==> src/verilog/phy_strap_latch_defs.vh <==
// constants shared by the strap latch and its helper modules
`ifndef PHY_STRAP_LATCH_DEFS_VH
`define PHY_STRAP_LATCH_DEFS_VH

// ==========================================================
// register port
`define REG_ADDR_W 5
`define REG_DATA_W 16
`define REG_CTRL 5'h00
`define REG_ADV 5'h04
`define REG_STRAP 5'h18

// ==========================================================
// control register fields
`define CTRL_SPEED_BIT 13
`define CTRL_ANEG_BIT 12
`define CTRL_ISO_BIT 10
`define CTRL_DUPLEX_BIT 8

// ==========================================================
// advertisement register fields
`define ADV_100FD_BIT 8
`define ADV_100HD_BIT 7
`define ADV_10FD_BIT 6
`define ADV_10HD_BIT 5
`define ADV_SELECTOR 5'h01

// ==========================================================
// strap status register fields
`define STRAP_ADDR_LSB 0
`define STRAP_MODE_LSB 5
`define STRAP_RSVD_BIT 8
`define STRAP_LOADED_BIT 9

// ==========================================================
// strap pin positions and pull directions
`define STRAP_PINS 10
`define PIN_ADDR0 0
`define PIN_ADDR1 1
`define PIN_ADDR2 2
`define PIN_MODE0 3
`define PIN_MODE1 4
`define PIN_MODE2 5
`define PIN_ISO 6
`define PIN_SPEED 7
`define PIN_DUPLEX 8
`define PIN_ANEG 9
`define STRAP_PULLUP 10'h381

// ==========================================================
// interface modes and address layout
`define MODE_MII 3'h0
`define MODE_RMII 3'h1
`define MODE_RESTORE 3'h4
`define MGMT_ADDR_HI 2'h0

`endif

==> src/verilog/phy_strap_latch.v <==
// strap latch: captures reset straps and holds them as control register defaults
//
// Decided for this implementation: the register addresses and the address-and-strobe port.
`timescale 1ns/1ps
`include "phy_strap_latch_defs.vh"
module phy_strap_latch (
   input wire CLOCK_IN,
   input wire RST_IN,
   input wire [`REG_ADDR_W-1:0] REG_ADDR_IN,
   input wire [`REG_DATA_W-1:0] REG_WDATA_IN,
   input wire REG_WR_IN,
   input wire REG_RD_IN,
   output reg [`REG_DATA_W-1:0] REG_RDATA_OUT,
   input wire MGMT_ADDR_STRAP_BIT0_IN,
   output wire MGMT_ADDR_STRAP_BIT0_OUT,
   output wire MGMT_ADDR_STRAP_BIT0_OE_OUT,
   input wire MGMT_ADDR_STRAP_BIT1_IN,
   output wire MGMT_ADDR_STRAP_BIT1_OUT,
   output wire MGMT_ADDR_STRAP_BIT1_OE_OUT,
   input wire MGMT_ADDR_STRAP_BIT2_IN,
   output wire MGMT_ADDR_STRAP_BIT2_OUT,
   output wire MGMT_ADDR_STRAP_BIT2_OE_OUT,
   input wire IF_MODE_STRAP_BIT0_IN,
   output wire IF_MODE_STRAP_BIT0_OUT,
   output wire IF_MODE_STRAP_BIT0_OE_OUT,
   input wire IF_MODE_STRAP_BIT1_IN,
   output wire IF_MODE_STRAP_BIT1_OUT,
   output wire IF_MODE_STRAP_BIT1_OE_OUT,
   input wire IF_MODE_STRAP_BIT2_IN,
   output wire IF_MODE_STRAP_BIT2_OUT,
   output wire IF_MODE_STRAP_BIT2_OE_OUT,
   input wire ISOLATE_STRAP_IN,
   output wire ISOLATE_STRAP_OUT,
   output wire ISOLATE_STRAP_OE_OUT,
   input wire SPEED_STRAP_IN,
   output wire SPEED_STRAP_OUT,
   output wire SPEED_STRAP_OE_OUT,
   input wire DUPLEX_STRAP_IN,
   output wire DUPLEX_STRAP_OUT,
   output wire DUPLEX_STRAP_OE_OUT,
   input wire AUTONEG_ENABLE_STRAP_IN,
   output wire AUTONEG_ENABLE_STRAP_OUT,
   output wire AUTONEG_ENABLE_STRAP_OE_OUT,
   input wire [`STRAP_PINS-1:0] PIN_FUNC_IN,
   output wire [`STRAP_PINS-1:0] STRAP_PULL_UP_OUT,
   output wire STRAP_PULL_EN_OUT,
   output wire [4:0] MGMT_ADDR_OUT,
   output wire [2:0] IF_MODE_OUT,
   output wire MODE_MII_OUT,
   output wire MODE_RMII_OUT,
   output wire MODE_RESTORE_OUT,
   output wire MODE_RESERVED_OUT,
   output wire ISOLATE_OUT,
   output wire SPEED_100_OUT,
   output wire DUPLEX_BIT_OUT,
   output wire AUTONEG_EN_OUT,
   output wire [3:0] ADV_ABILITY_OUT,
   output wire STRAPS_LOADED_OUT
);

   // ==========================================================
   // states
   localparam [1:0] ST_HOLD = 2'b01;
   localparam [1:0] ST_RUN = 2'b10;

   // ==========================================================
   // declarations
   reg [1:0] st_q;
   reg [1:0] st_d;
   reg [4:0] mgmt_addr_q;
   reg [2:0] mode_q;
   reg ctrl_speed_q;
   reg ctrl_aneg_q;
   reg ctrl_iso_q;
   reg ctrl_duplex_q;
   reg [3:0] adv_q;
   reg [`REG_DATA_W-1:0] rdata_d;
   reg [`REG_DATA_W-1:0] ctrl_word;
   reg [`REG_DATA_W-1:0] adv_word;
   reg [`REG_DATA_W-1:0] strap_word;
   wire [`STRAP_PINS-1:0] pin_in;
   wire [`STRAP_PINS-1:0] pin_out;
   wire [`STRAP_PINS-1:0] pin_oe;
   wire [`STRAP_PINS-1:0] sample_q;
   wire load;
   wire wr_ctrl;
   wire wr_adv;
   wire mode_mii;
   wire mode_rmii;
   wire mode_restore;
   wire mode_reserved;

   // ==========================================================
   // helpers
   // address compare shared by the write decode and the read mux
   function hit;
      input [`REG_ADDR_W-1:0] addr;
      input [`REG_ADDR_W-1:0] target;
      begin
         hit = (addr == target);
      end
   endfunction

   // ability bits that a given speed selection allows
   // a 10 Mb/s strap keeps the 100 Mb/s abilities off so the partner cannot pick them
   function [3:0] speed_abilities;
      input speed_100;
      begin
         if (speed_100) begin
            speed_abilities = 4'hF;
         end else begin
            speed_abilities = 4'h3;
         end
      end
   endfunction

   // ==========================================================
   // pin gathering
   // the vector order is the one the pull direction constant and the pin bank use
   assign pin_in[`PIN_ADDR0] = MGMT_ADDR_STRAP_BIT0_IN;
   assign pin_in[`PIN_ADDR1] = MGMT_ADDR_STRAP_BIT1_IN;
   assign pin_in[`PIN_ADDR2] = MGMT_ADDR_STRAP_BIT2_IN;
   assign pin_in[`PIN_MODE0] = IF_MODE_STRAP_BIT0_IN;
   assign pin_in[`PIN_MODE1] = IF_MODE_STRAP_BIT1_IN;
   assign pin_in[`PIN_MODE2] = IF_MODE_STRAP_BIT2_IN;
   assign pin_in[`PIN_ISO] = ISOLATE_STRAP_IN;
   assign pin_in[`PIN_SPEED] = SPEED_STRAP_IN;
   assign pin_in[`PIN_DUPLEX] = DUPLEX_STRAP_IN;
   assign pin_in[`PIN_ANEG] = AUTONEG_ENABLE_STRAP_IN;

   assign MGMT_ADDR_STRAP_BIT0_OUT = pin_out[`PIN_ADDR0];
   assign MGMT_ADDR_STRAP_BIT1_OUT = pin_out[`PIN_ADDR1];
   assign MGMT_ADDR_STRAP_BIT2_OUT = pin_out[`PIN_ADDR2];
   assign IF_MODE_STRAP_BIT0_OUT = pin_out[`PIN_MODE0];
   assign IF_MODE_STRAP_BIT1_OUT = pin_out[`PIN_MODE1];
   assign IF_MODE_STRAP_BIT2_OUT = pin_out[`PIN_MODE2];
   assign ISOLATE_STRAP_OUT = pin_out[`PIN_ISO];
   assign SPEED_STRAP_OUT = pin_out[`PIN_SPEED];
   assign DUPLEX_STRAP_OUT = pin_out[`PIN_DUPLEX];
   assign AUTONEG_ENABLE_STRAP_OUT = pin_out[`PIN_ANEG];

   assign MGMT_ADDR_STRAP_BIT0_OE_OUT = pin_oe[`PIN_ADDR0];
   assign MGMT_ADDR_STRAP_BIT1_OE_OUT = pin_oe[`PIN_ADDR1];
   assign MGMT_ADDR_STRAP_BIT2_OE_OUT = pin_oe[`PIN_ADDR2];
   assign IF_MODE_STRAP_BIT0_OE_OUT = pin_oe[`PIN_MODE0];
   assign IF_MODE_STRAP_BIT1_OE_OUT = pin_oe[`PIN_MODE1];
   assign IF_MODE_STRAP_BIT2_OE_OUT = pin_oe[`PIN_MODE2];
   assign ISOLATE_STRAP_OE_OUT = pin_oe[`PIN_ISO];
   assign SPEED_STRAP_OE_OUT = pin_oe[`PIN_SPEED];
   assign DUPLEX_STRAP_OE_OUT = pin_oe[`PIN_DUPLEX];
   assign AUTONEG_ENABLE_STRAP_OE_OUT = pin_oe[`PIN_ANEG];

   // ==========================================================
   // pull resistors: active only while the pins are inputs
   // the pull directions make an unstrapped part come up at address 1,
   // mii, not isolated, 100 Mb/s, half duplex, autoneg on
   assign STRAP_PULL_UP_OUT = `STRAP_PULLUP;
   assign STRAP_PULL_EN_OUT = st_q[0];

   // ==========================================================
   // pin bank
   // pins are registered in both directions so the load sees a stable sample
   strap_pin_bank #(
      .N(`STRAP_PINS)
   ) u_bank (
      .clk_in(CLOCK_IN),
      .rst_in(RST_IN),
      .pin_in(pin_in),
      .func_in(PIN_FUNC_IN),
      .sample_out(sample_q),
      .pin_out(pin_out),
      .pin_oe_out(pin_oe)
   );

   // ==========================================================
   // sequencing
   // hold covers the reset and exactly one edge after it; run lasts until the next reset
   always @* begin
      case (st_q)
         ST_HOLD: begin
            st_d = ST_RUN;
         end
         ST_RUN: begin
            st_d = ST_RUN;
         end
         default: begin
            st_d = ST_HOLD;
         end
      endcase
   end

   always @(posedge CLOCK_IN) begin
      if (RST_IN) begin
         st_q <= ST_HOLD;
      end else begin
         st_q <= st_d;
      end
   end

   // the first edge after release moves the samples into the registers
   // a write in that same cycle is lost, so software must wait one more edge
   assign load = st_q[0];

   // ==========================================================
   // strap results
   // address and mode have no write path: only a new reset can change them
   always @(posedge CLOCK_IN) begin
      if (RST_IN) begin
         mgmt_addr_q <= 5'h01;
         mode_q <= `MODE_MII;
      end else if (load) begin
         // an all-low address strap is kept as sampled; the device's own
         // pull-up on address bit 0, set by STRAP_PULLUP, is what keeps it from happening by accident
         mgmt_addr_q <= {`MGMT_ADDR_HI, sample_q[`PIN_ADDR2:`PIN_ADDR0]};
         mode_q <= sample_q[`PIN_MODE2:`PIN_MODE0];
      end
   end

   // ==========================================================
   // register writes
   // unmapped addresses and the read-only status word simply drop a write
   // the duplex bit keeps the pin polarity, so a one reads back as half duplex
   assign wr_ctrl = REG_WR_IN && hit(REG_ADDR_IN, `REG_CTRL);
   assign wr_adv = REG_WR_IN && hit(REG_ADDR_IN, `REG_ADV);

   always @(posedge CLOCK_IN) begin
      if (RST_IN) begin
         ctrl_speed_q <= 1'b1;
         ctrl_aneg_q <= 1'b1;
         ctrl_iso_q <= 1'b0;
         ctrl_duplex_q <= 1'b1;
      end else if (load) begin
         // loading beats a write in the same cycle so the straps always land
         ctrl_speed_q <= sample_q[`PIN_SPEED];
         ctrl_aneg_q <= sample_q[`PIN_ANEG];
         ctrl_iso_q <= sample_q[`PIN_ISO];
         ctrl_duplex_q <= sample_q[`PIN_DUPLEX];
      end else if (wr_ctrl) begin
         ctrl_speed_q <= REG_WDATA_IN[`CTRL_SPEED_BIT];
         ctrl_aneg_q <= REG_WDATA_IN[`CTRL_ANEG_BIT];
         ctrl_iso_q <= REG_WDATA_IN[`CTRL_ISO_BIT];
         ctrl_duplex_q <= REG_WDATA_IN[`CTRL_DUPLEX_BIT];
      end
   end

   always @(posedge CLOCK_IN) begin
      if (RST_IN) begin
         adv_q <= 4'hF;
      end else if (load) begin
         adv_q <= speed_abilities(sample_q[`PIN_SPEED]);
      end else if (wr_adv) begin
         adv_q <= REG_WDATA_IN[`ADV_100FD_BIT:`ADV_10HD_BIT];
      end
   end

   // ==========================================================
   // register reads
   // fields that are not implemented read as zero, never as stale data
   always @* begin
      ctrl_word = {`REG_DATA_W{1'b0}};
      ctrl_word[`CTRL_SPEED_BIT] = ctrl_speed_q;
      ctrl_word[`CTRL_ANEG_BIT] = ctrl_aneg_q;
      ctrl_word[`CTRL_ISO_BIT] = ctrl_iso_q;
      ctrl_word[`CTRL_DUPLEX_BIT] = ctrl_duplex_q;
   end

   always @* begin
      adv_word = {`REG_DATA_W{1'b0}};
      adv_word[`ADV_100FD_BIT:`ADV_10HD_BIT] = adv_q;
      adv_word[4:0] = `ADV_SELECTOR;
   end

   // status word: address, mode, reserved flag and load flag, all read only
   always @* begin
      strap_word = {`REG_DATA_W{1'b0}};
      strap_word[`STRAP_ADDR_LSB+4:`STRAP_ADDR_LSB] = mgmt_addr_q;
      strap_word[`STRAP_MODE_LSB+2:`STRAP_MODE_LSB] = mode_q;
      strap_word[`STRAP_RSVD_BIT] = mode_reserved;
      strap_word[`STRAP_LOADED_BIT] = st_q[1];
   end

   always @* begin
      rdata_d = {`REG_DATA_W{1'b0}};
      if (hit(REG_ADDR_IN, `REG_CTRL)) begin
         rdata_d = ctrl_word;
      end else if (hit(REG_ADDR_IN, `REG_ADV)) begin
         rdata_d = adv_word;
      end else if (hit(REG_ADDR_IN, `REG_STRAP)) begin
         rdata_d = strap_word;
      end
   end

   // read data stand only in the cycle after the strobe, zero otherwise
   // zeroing between reads keeps a stale word from being taken for a fresh one
   always @(posedge CLOCK_IN) begin
      if (RST_IN) begin
         REG_RDATA_OUT <= {`REG_DATA_W{1'b0}};
      end else if (REG_RD_IN) begin
         REG_RDATA_OUT <= rdata_d;
      end else begin
         REG_RDATA_OUT <= {`REG_DATA_W{1'b0}};
      end
   end

   // ==========================================================
   // mode decode
   // reserved codes are decoded once here so every user sees the same fallback
   if_mode_decode u_mode (
      .code_in(mode_q),
      .mii_out(mode_mii),
      .rmii_out(mode_rmii),
      .restore_out(mode_restore),
      .reserved_out(mode_reserved)
   );

   // ==========================================================
   // outputs to the rest of the transceiver
   // all come from flip-flops or a decode of them, settled on the load edge itself
   assign MGMT_ADDR_OUT = mgmt_addr_q;
   assign IF_MODE_OUT = mode_q;
   assign MODE_MII_OUT = mode_mii;
   assign MODE_RMII_OUT = mode_rmii;
   assign MODE_RESTORE_OUT = mode_restore;
   assign MODE_RESERVED_OUT = mode_reserved;
   assign ISOLATE_OUT = ctrl_iso_q;
   assign SPEED_100_OUT = ctrl_speed_q;
   assign DUPLEX_BIT_OUT = ctrl_duplex_q;
   assign AUTONEG_EN_OUT = ctrl_aneg_q;
   assign ADV_ABILITY_OUT = adv_q;
   assign STRAPS_LOADED_OUT = st_q[1];

endmodule // phy_strap_latch

==> src/verilog/strap_pin_bank.v <==
// strap pin bank: samples pins during reset, drives their normal function after
`timescale 1ns/1ps
module strap_pin_bank #(
   parameter N = 10
) (
   input wire clk_in,
   input wire rst_in,
   input wire [N-1:0] pin_in,
   input wire [N-1:0] func_in,
   output reg [N-1:0] sample_out,
   output reg [N-1:0] pin_out,
   output reg [N-1:0] pin_oe_out
);

   genvar i;

   // ==========================================================
   // per pin capture and output stage
   generate
      for (i = 0; i < N; i = i + 1) begin : g_pin
         // the sample keeps following the pin for the whole reset, so the
         // value seen on the last reset edge is the one that is kept
         always @(posedge clk_in) begin
            if (rst_in) begin
               sample_out[i] <= pin_in[i];
               pin_out[i] <= 1'b0;
               pin_oe_out[i] <= 1'b0;
            end else begin
               sample_out[i] <= sample_out[i];
               pin_out[i] <= func_in[i];
               pin_oe_out[i] <= 1'b1;
            end
         end
      end
   endgenerate

endmodule // strap_pin_bank

==> src/verilog/if_mode_decode.v <==
// interface mode decoder for the three-bit mode strap
`timescale 1ns/1ps
`include "phy_strap_latch_defs.vh"
module if_mode_decode (
   input wire [2:0] code_in,
   output reg mii_out,
   output reg rmii_out,
   output reg restore_out,
   output reg reserved_out
);

   // ==========================================================
   // decode
   always @* begin
      mii_out = 1'b0;
      rmii_out = 1'b0;
      restore_out = 1'b0;
      reserved_out = 1'b0;
      case (code_in)
         `MODE_MII: begin
            mii_out = 1'b1;
         end
         `MODE_RMII: begin
            rmii_out = 1'b1;
         end
         `MODE_RESTORE: begin
            mii_out = 1'b1;
            restore_out = 1'b1;
         end
         default: begin
            // reserved codes fall back to plain mii so the pins stay sane
            mii_out = 1'b1;
            reserved_out = 1'b1;
         end
      endcase
   end

endmodule // if_mode_decode

==> config.mk <==
export PLATFORM = sky130hd
export DESIGN_NAME = phy_strap_latch
export DESIGN_NICKNAME = d
export VERILOG_FILES = /design/src/verilog/phy_strap_latch.v /design/src/verilog/strap_pin_bank.v /design/src/verilog/if_mode_decode.v
export VERILOG_INCLUDE_DIRS = /design/src /design/src/verilog
export SDC_FILE = /design/constraint.sdc
export NUM_CORES = 1
export LEC_CHECK = 0
export BUFFER_PORTS_ARGS = -buffer_cell sky130_fd_sc_hd__buf_2
export CORE_ASPECT_RATIO = 1.75
export CORE_MARGIN = 1
export CORE_UTILIZATION = 25
export DETAILED_ROUTE_END_ITERATION = 16
export PLACE_DENSITY = 0.57
export SYNTH_ARGS = -nofsm -noshare
export SYNTH_HDL_FRONTEND = slang
export SYNTH_SLANG_ARGS = --single-unit
==> constraint.sdc <==
create_clock -name CLOCK_IN -period 2 [get_ports CLOCK_IN]
set_clock_uncertainty 0.1 [all_clocks]
set_input_delay 0.2 -clock CLOCK_IN [delete_from_list [all_inputs] [get_ports CLOCK_IN]]
set_output_delay 0.2 -clock CLOCK_IN [all_outputs]
set_load 0.02 [all_outputs]
* Word level (Yosys, flattened, before mapping)
Index checks and enable logic that the tools add are counted.
** Word-level totals
- Register bits :: 51
- Bits in latches :: 0
- Memory bits (writable) :: 0
- Memory bits (read-only) :: 0
- Word-level logic and storage cells :: 73
- Memories :: 0
** Operators by class
- Add/subtract/negate cells :: 0
- Multipliers :: 0
- Divide/modulo/power cells :: 0
- Order comparisons :: 0
- Equality and inequality tests :: 6
- Shifts and indexed selects :: 0
- Multiplexer cells :: 20
- Bitwise logic cells :: 2
- Reduce and logical (&&, ||, !) cells :: 12
** Operator list (number)
- 10-bit two-way mux :: 2
- 14-bit two-way mux :: 1
- 1-bit two-way mux :: 13
- 4-bit two-way mux :: 3
- 3-bit OR reduction :: 2
- 5-bit by 3-bit equality test with 1-bit output (second input constant) :: 1
- 5-bit equality test (second input constant) :: 1
- 5-bit zero test :: 1
- 5-bit OR reduction :: 1
- 2-bit nonzero test :: 2
- 2-bit OR reduction :: 2
- 4-bit OR reduction :: 1
- 3-bit by 1-bit equality test with 1-bit output (second input constant) :: 1
- 3-bit equality test (second input constant) :: 1
- 3-bit zero test :: 1
- 2-bit by 1-bit equality test with 1-bit output (second input constant) :: 1
- 2-bit equality test (second input constant) :: 1
- 1-bit logical AND :: 2
- 2-bit two-way mux :: 1
- 1-bit NOT :: 2

* Depth between registers and ports, before layout
Gate-level depths: netlist of run 1.
- Word-level depth :: 6
- Depth in mapped cells :: 4

* Cells and area by module
A second synthesis of run 1 with hierarchy kept.
** Unflattened totals
- Cell total of the unflattened synthesis :: 176
- Area total of the unflattened synthesis :: 1959.4 µm²
** By module, submodules not included
- phy_strap_latch :: times used 1, cells an instance 130, area an instance 1226.2 µm²
- strap_pin_bank :: times used 1, cells an instance 42, area an instance 700.7 µm²
- if_mode_decode :: times used 1, cells an instance 4, area an instance 32.5 µm²

* Least setup slack after synthesis of run 1
OpenSTA, ideal clock, no wires.
- Path type :: reg2out
- Start point :: register mode_q[0], in the netlist IF_MODE_OUT[0]
- End point :: output MODE_RMII_OUT
- Arrival time :: 1218 ps
- Slack :: 482 ps
- Stages on the path, launching flop included :: 3
- Buffers on the path :: 0
- Path through :: dfxtp_1 -> or3b_2 -> inv_1
** On the way
- Word-level cells in the longest chain between the ends :: 2
** Ends and longest elaborated chain
- start, declared :: line phy_strap_latch.v:71 : reg [2:0] mode_q;
- start signal, assigned :: line phy_strap_latch.v:210 : mode_q <= `MODE_MII;
- start signal, assigned :: line phy_strap_latch.v:215 : mode_q <= sample_q[`PIN_MODE2:`PIN_MODE0];
- 3-bit by 1-bit equality test with 1-bit output :: line if_mode_decode.v:19 : case (code_in)
- 1-bit two-way mux :: line if_mode_decode.v:19
- end, declared :: line phy_strap_latch.v:50 : output wire MODE_RMII_OUT,
Every way passes these cells.

* Worst setup path after layout of run 1
Same ends and word-level chain as after synthesis.

==> results.ini, run 1 <==
[place]
gp_congestion = 0.680
dp_hpwl_um = 3280
port_buffers = 86
dp_cells = 335
placed_area_sq_um = 2280

[clocking]
root_buffer = clkbuf_16
ctsResizeCount = 0
numCtsBuffers = 5
cts_setup_buffers = 0
cts_max_level = 2
clk_latency_ns = 0.29
clock_sinks = 48
path_clk_slew_ns = 0.07
cts_buffer_depth = 2
cts_tree = yes

[grt]
grt_pass1_wl_um = 6440
grt_pass1_vias = 1311
overflow = 0
grt_max_degree = 32
antenna_found_initial = 0
grt.total_usage_pct = 11.5

[drt]
drt_iter0_drc = 40
first_pass_iters = 5
routed_wl_um = 4250
viasPerCell = 4.11
route.vias.total = 1451
route.detailed.drc = 0
wl_per_cell_um = 12.0
antenna_left = 0

[cells_and_area]
design_area_sq_um = 2530
fillerInstances = 754
antenna_cells = 0
final_cell_mix = buf_2 (86), dfxtp_1 (38), conb_1 (17), nor2_1 (12), nor2b_1 (11)
drive_above_1_share_pct = 38.2
layout_commonest_cell = buf_2
final-instance-count-excl-fill = 353
fin_nets = 311
area_growth_pct = 35.3

[critical_path]
crit_family = simple AND/OR/NAND/NOR gates
cp-start-kind = register
crit_buf_inv = 2
worst_ep_arrival_time_ns = 1.46
cp_slowest_stage_delay_ns = 0.49
critPathSlowestCell = or3b_2
cp_max_fo = 6
path_cells = or3b_2 -> inv_1 -> buf_2
cp.required_ns = 1.70
crit_type = reg -> out
crit_path_end_kind = output pin

[sta]
maxSlewViolCount = 0
worst_pin_slew_ns = 0.676
tns_ns = 0
fmax_ghz = 0.569
period_share_pct = 87.8
setup_viol_count_final = 0
final-hold-violation-count = 0
max_slew_margin_pct = 54.9
finalCriticalPeriod_ns = 1.76
rsz0062_at_grt = false

[power]
leakage_nw = 1.18
total_power_mw = 2.65
worst_ir_drop_vdd_uv = 488
powerDensity_nw_per_um2 = 1050

[die]
initial_core_util_pct = 25.9
die_area_sq_um = 7850
core.rowCount = 41
core-area_sq_um = 7230
die_h_um = 116
die_x_um = 67.4
io_pins = 113

[synthesis]
synth_seq_area_share_pct = 56.7
syn-instance-count = 176
synth_top_area_share_pct = 40.6
yosysWarnings = 0
ys_ff_latch = 48
synthTopCellsByArea = dfxtp_1 (41%), edfxtp_1 (16%), buf_4 (10%), nor2b_1 (3.7%), mux2i_1 (3.2%)
synthDistinctLibCells = 34
syn_avg_cell_area_sq_um = 10.6
synth_area_leader_cell = dfxtp_1
synthesis.area_sq_um = 1870

[flow_run]
maxCapViolations = 0

[outcome]
status = completed

[hold_path]
min_path_type = in -> reg

worst paths after layout:
| kind | from | endpoint | slack [ns] | cells after the start |
|---|---|---|---|---|
| min | PIN_FUNC_IN[7] | u_bank.pin_out[7]$_SDFF_PP0_ | 0.01 | 2 |
| max | IF_MODE_OUT[0]$_SDFFE_PP0P_ | MODE_RMII_OUT | 0.24 | 3 |
| min reg2reg | u_bank.sample_out[0]$_DFFE_PP_ | MGMT_ADDR_OUT[0]$_SDFFE_PP1P_ | 0.37 | 2 |
| max reg2reg | st_q[0]$_SDFF_PP1_ | ADV_ABILITY_OUT[3]$_SDFFE_PP1P_ | 0.40 | 2 |
metal layers:
layer  GRT usage, %  part of all wire (%)  up-vias
met3           3.32                   5.5        7
met2           19.5                    52       54
li1               -                     -      747
met5              0                     0        -
met1           12.3                    40      643
met4           6.81                   2.7        0
power by group:
part / internal, mW / switching, mW
logic: 0.239 / 0.337
registers: 1.09 / 0.125
clock network: 0.500 / 0.357
total: 1.83 / 0.820
cell families after synthesis:
kind of cell,after synthesis,synth area share [%]
AO/OA/AOI/OAI,19,7.49
multiplexers,6,3.21
buffers and inverters,37,12.7
other,2,0.401
AND/OR/NAND/NOR,63,19.1
XOR/XNOR,1,0.468
flip-flops,48,56.7
synth_stat cells, drive strengths merged:
library cell and n:
nor4 4, or2 2, o21ai 5, nor2 12
a21o 1, nand3 3, a211oi 5, or4 1
o221a 1, a32oi 5, or3b 1, nand2b 4
dfxtp 38, and2 6, a21oi 1, conb 2
mux2i 6, clkbuf 6, nor3b 2, buf 27
nor2b 11, nand2 2, and3 3, edfxtp 10
nor3 9, xor2 1, o311a 1, inv 4
or3 1, nand4 2
layout make-up:
cell class                 instances  area, sq um  area share (%)
tap                               86          108            4.25
timing repair buffer             101          568            22.4
inverter                           4         15.0           0.593
sequential                        48         1060            41.9
clock buffer                       7          143            5.63
clock inverter                     1         8.76           0.346
multi-input combinational        106          629            24.9
metrics by stage:
stage / setup WS (ns) / hold WS, ns / util [%]
after floorplan: 0.482 / 0.199 / -
after global routing: 0.172 / 0.0103 / 35.0
after detailed placement: 0.274 / 0.278 / 31.5
after global placement: 0.282 / 0.278 / 31.5
after CTS: 0.222 / 0.0105 / 35.0
final: 0.244 / 0.0126 / 35.0
state kept, by name, summed over array words and instances, names as in the netlist:
signal             cells
MGMT_ADDR_OUT          3
ADV_ABILITY_OUT        4
u_bank.pin_out        10
ISOLATE_OUT            1
REG_RDATA_OUT         11
DUPLEX_BIT_OUT         1
IF_MODE_OUT            3
SPEED_100_OUT          1
u_bank.sample_out     10
u_bank.pin_oe_out      1
st_q                   2
AUTONEG_EN_OUT         1
timing repair:
action | CTS | global route
hold buffers | 10 | 0
setup endpoints to repair | 0 | 0
hold endpoints to repair | 10 | 0
(Power assumes the default switching activity.)
==> run 2, diff against run 1 <==
RECOVER_POWER = 100   (was default)
==> run 2 against run 1 <==
Maximum frequency fell by 0.15%. Via count rose by 0.41%. Sequential share of layout area up 1.2 points. Clock power is essentially flat. Wire length grew 0.24%. Largest power group unchanged. Critical path depth unchanged. Register-to-register slack lost 0.06 ns. Setup slack lost 0.0026 ns.
==> results.ini, run 2 (same netlist as run 1, synthesis figures left out) <==
[grt]
overflow = 0  ; unchanged
grt_pass1_wl_um = 6440  ; unchanged
grt_pass1_vias = 1311  ; unchanged
grt_max_degree = 32  ; unchanged
grt.total_usage_pct = 11.5  ; unchanged
antenna_found_initial = 0  ; unchanged

[clocking]
clk_latency_ns = 0.29  ; about the same
cts_buffer_depth = 2  ; unchanged
numCtsBuffers = 5  ; unchanged
clock_sinks = 48  ; unchanged
root_buffer = clkbuf_16
cts_tree = yes
cts_setup_buffers = 0  ; unchanged
path_clk_slew_ns = 0.07  ; about the same
cts_max_level = 2  ; unchanged

[outcome]
status = completed

[drt]
first_pass_iters = 4  ; -1
route.vias.total = 1457  ; +0.41%
route.detailed.drc = 0  ; unchanged
routed_wl_um = 4260  ; +0.24%
wl_per_cell_um = 12.1  ; +0.24%
viasPerCell = 4.13  ; +0.41%
drt_iter0_drc = 41  ; +2.5%
antenna_left = 0  ; unchanged

[die]
die_x_um = 67.4  ; unchanged
die_h_um = 116  ; unchanged
core.rowCount = 41  ; unchanged
initial_core_util_pct = 25.9  ; unchanged
core-area_sq_um = 7230  ; unchanged
die_area_sq_um = 7850  ; unchanged
io_pins = 113  ; unchanged

[critical_path]
worst_ep_arrival_time_ns = 1.46  ; about the same
cp_max_fo = 6  ; unchanged
crit_path_end_kind = output pin
cp.required_ns = 1.70  ; about the same
crit_type = reg -> out
cp-start-kind = register

[power]
powerDensity_nw_per_um2 = 1060  ; +1.5%
leakage_nw = 1.01  ; -15%
worst_ir_drop_vdd_uv = 481  ; -1.5%

[cells_and_area]
largest_register_ffs = 11  ; unchanged
final_cell_mix = clkbuf_1 (53), dfxtp_1 (38), buf_2 (35), conb_1 (17), nor2_1 (12)
fin_nets = 311  ; unchanged
antenna_cells = 0  ; unchanged
reg.largest.list = REG_RDATA_OUT: 11 flops, u_bank.pin_out: 10 flops, u_bank.sample_out: 10 flops
largest-register = REG_RDATA_OUT
area_growth_pct = 31.6
layout_commonest_cell = clkbuf_1
design_area_sq_um = 2460  ; -2.8%
fillerInstances = 784  ; +4.0%
drive_above_1_share_pct = 18.7  ; -19 points
finish.utilization_pct = 34.0  ; -0.97 points
final-instance-count-excl-fill = 353  ; unchanged

[sta]
period_share_pct = 87.9  ; +0.13 points
final-hold-violation-count = 0  ; unchanged
fmax_ghz = 0.569  ; -0.15%
setup_viol_count_final = 0  ; unchanged
finalCriticalPeriod_ns = 1.76  ; +0.00259 ns
tns_ns = 0  ; unchanged
worst_pin_slew_ns = 1.32  ; +0.641 ns
max_slew_margin_pct = 12.3  ; -43 points
rsz0062_at_grt = false
maxSlewViolCount = 0  ; unchanged

[flow_run]
maxCapViolations = 0  ; unchanged

[place]
placed_area_sq_um = 2280  ; unchanged
port_buffers = 86  ; unchanged
dp_cells = 335  ; unchanged
gp_congestion = 0.680  ; unchanged
dp_hpwl_um = 3280  ; unchanged

[hold_path]
min_path_type = in -> reg

[run 2: worst paths after layout]
kind,startpoint,to,slack [ns],depth (start not counted)
worst min register to register,u_bank.sample_out[0]$_DFFE_PP_,MGMT_ADDR_OUT[0]$_SDFFE_PP1P_,0.37,2
worst max-delay path,IF_MODE_OUT[0]$_SDFFE_PP0P_,MODE_RMII_OUT,0.24,3
worst min-delay path,PIN_FUNC_IN[7],u_bank.pin_out[7]$_SDFF_PP0_,0.01,2
worst max register to register,st_q[0]$_SDFF_PP1_,ADV_ABILITY_OUT[2]$_SDFFE_PP1P_,0.34,3
[run 2: stage by stage]
| step | worst slack (ns) | hold slack [ns] | power [mW] |
|---|---|---|---|
| after floorplan | 0.482 | 0.199 | 1.62 |
| after global placement | 0.282 | 0.278 | 1.80 |
| after detailed placement | 0.274 | 0.278 | 1.81 |
| after CTS | 0.222 | 0.0105 | 2.69 |
| after global routing | 0.166 | 0.0103 | 2.75 |
| final | 0.241 | 0.0139 | 2.62 |
[run 2: what timing repair did]
action                    in CTS  in global routing
hold endpoints to repair      10                  0
resized for setup              0                  0
hold buffers                  10                  0
[run 2: cell type report]
class | instances | area, sq um | area share [%]
clock inverter | 1 | 8.76 | 0.356
tap | 86 | 108 | 4.37
clock buffer | 7 | 143 | 5.79
timing repair buffer | 101 | 498 | 20.2
multi-input combinational | 106 | 629 | 25.6
inverter | 4 | 15.0 | 0.610
sequential | 48 | 1060 | 43.1
[run 2: critical path, cell delays in order, from the launching register on]
cell and delay, ns:
dfxtp_1 0.47, or3b_2 0.49, inv_1 0.06, buf_2 0.15
[run 2: report_power, final]
part	switching, mW	total [mW]	internal [mW]
Combinational	0.339	0.539	0.200
Clock	0.357	0.857	0.501
Sequential	0.128	1.22	1.09
Total	0.824	2.62	1.80
[run 2: per-layer routing]
layer | up-vias | GRT usage, % | wire, um
met5 | - | 0 | 0
met4 | 0 | 6.81 | 112
met3 | 6 | 3.32 | 237
met2 | 52 | 19.5 | 2250
met1 | 652 | 12.3 | 1650
li1 | 747 | - | -
==> run 3, diff against run 2 <==
MAX_ROUTING_LAYER = met4   (was default)
==> run 3 against run 2 <==
Final area stayed put. Power hardly changed. Cell count stayed put. Sequential cell count stayed put. Critical path depth stayed put. Setup slack worse by 0.00060 ns. Core utilization stayed put. Combinational power hardly changed. Hold slack hardly changed. Via count is 0.48% higher. Global-route usage is 0.34 points higher. Clock power hardly changed. Critical path type unchanged. Largest power group unchanged.
==> results.ini, run 3 (same netlist as run 1, synthesis figures left out) <==
[grt]
grt_pass1_vias = 1315  ; +0.31%
grt_max_degree = 32  ; unchanged
overflow = 0  ; unchanged
grt.total_usage_pct = 11.8  ; +0.34 points
antenna_found_initial = 0  ; unchanged
grt_pass1_wl_um = 6440  ; -0.11%

[cells_and_area]
largest-register = REG_RDATA_OUT
largest_register_ffs = 11  ; unchanged
layout_commonest_cell = clkbuf_1
fin_nets = 311  ; unchanged
drive_above_1_share_pct = 18.7  ; unchanged
fillerInstances = 784  ; unchanged
area_growth_pct = 31.6  ; unchanged
reg.largest.list = REG_RDATA_OUT: 11 flops, u_bank.pin_out: 10 flops, u_bank.sample_out: 10 flops
antenna_cells = 0  ; unchanged
final_cell_mix = clkbuf_1 (53), dfxtp_1 (38), buf_2 (35), conb_1 (17), nor2_1 (12)

[power]
total_power_mw = 2.62  ; about the same
leakage_nw = 1.01  ; unchanged
powerDensity_nw_per_um2 = 1060  ; about the same
worst_ir_drop_vdd_uv = 479  ; -0.32%

[clocking]
path_clk_slew_ns = 0.06  ; about the same
cts_buffer_depth = 2  ; unchanged
numCtsBuffers = 5  ; unchanged
cts_max_level = 2  ; unchanged
clk_latency_ns = 0.29  ; about the same
cts_tree = yes
clock_sinks = 48  ; unchanged
root_buffer = clkbuf_16
ctsResizeCount = 0  ; unchanged

[sta]
finalCriticalPeriod_ns = 1.76  ; +0.000595 ns
max_slew_margin_pct = 11.6  ; -0.68 points
fmax_ghz = 0.568  ; about the same
worst_pin_slew_ns = 1.33  ; +0.0102 ns
rsz0062_at_grt = false
final-hold-violation-count = 0  ; unchanged
period_share_pct = 88.0  ; about the same
maxSlewViolCount = 0  ; unchanged
tns_ns = 0  ; unchanged
setup_viol_count_final = 0  ; unchanged

[outcome]
status = completed

[critical_path]
cp_max_fo = 6  ; unchanged
cp-start-kind = register
crit_path_end_kind = output pin
crit_type = reg -> out
cp.required_ns = 1.70  ; about the same
worst_ep_arrival_time_ns = 1.46  ; about the same

[drt]
antenna_left = 0  ; unchanged
viasPerCell = 4.15  ; +0.48%
route.detailed.drc = 0  ; unchanged
wl_per_cell_um = 12.2  ; +0.82%
route.vias.total = 1464  ; +0.48%
first_pass_iters = 4  ; unchanged
routed_wl_um = 4290  ; +0.82%
drt_iter0_drc = 47  ; +15%

[flow_run]
maxCapViolations = 0  ; unchanged

[place]
dp_hpwl_um = 3280  ; unchanged
gp_congestion = 0.687  ; +1.0%
port_buffers = 86  ; unchanged

[die]
die_x_um = 67.4  ; unchanged
io_pins = 113  ; unchanged
die_area_sq_um = 7850  ; unchanged
core.rowCount = 41  ; unchanged
die_h_um = 116  ; unchanged
core-area_sq_um = 7230  ; unchanged
initial_core_util_pct = 25.9  ; unchanged

[hold_path]
min_path_type = in -> reg

==> run 3: cell counts in the layout (fill, tap and decap cells not counted) <==
Identical to the previous run, type by type.
==> run 3: through the flow <==
stage | instance area, sq um | util, % | hold slack [ns] | cells | worst slack [ns]
final | 2460 | 34.0 | 0.0141 | 353 | 0.241
after global routing | 2460 | 34.0 | 0.0103 | 353 | 0.166
after CTS | 2530 | 35.0 | 0.0105 | 353 | 0.222
after detailed placement | 2280 | 31.5 | 0.278 | 335 | 0.274
after global placement | 2280 | 31.5 | 0.278 | 335 | 0.282
after floorplan | 1930 | - | 0.199 | 191 | 0.482
==> run 3: where the power goes <==
part	switching (mW)	internal [mW]
sequential	0.128	1.10
combinational	0.340	0.200
clock	0.357	0.500
==> run 3: path summary, 6_finish.rpt <==
kind	from	end	slack, ns	cells after the start
hold reg to reg	u_bank.sample_out[0]$_DFFE_PP_	MGMT_ADDR_OUT[0]$_SDFFE_PP1P_	0.37	2
hold / removal	PIN_FUNC_IN[7]	u_bank.pin_out[7]$_SDFF_PP0_	0.01	2
setup / recovery	IF_MODE_OUT[0]$_SDFFE_PP0P_	MODE_RMII_OUT	0.24	3
setup reg to reg	st_q[0]$_SDFF_PP1_	ADV_ABILITY_OUT[2]$_SDFFE_PP1P_	0.35	3
==> run 3: per-layer routing <==
metal	up-vias	wire length, um	track usage, %
met2	56	2250	19.5
met5	-	0	-
li1	747	-	-
met3	8	255	3.13
met4	0	112	6.81
met1	653	1680	12.4
==> run 3: worst max-delay path: stages (launching register included) <==
cell and delay (ns):
dfxtp_1 0.47, or3b_2 0.49, inv_1 0.06, buf_2 0.15
==> run 3: what timing repair did <==
item                      CTS  global route
hold buffers               10             0
buffers inserted            0             0
hold endpoints to repair   10             0
==> run 3: area by class of cell <==
class | count | area (sq um) | share of cell area, %
sequential | 48 | 1060 | 43.1
inverter | 4 | 15.0 | 0.610
multi-input combinational | 106 | 629 | 25.6
timing repair buffer | 101 | 498 | 20.2
clock inverter | 1 | 8.76 | 0.356
clock buffer | 7 | 143 | 5.79
tap | 86 | 108 | 4.37
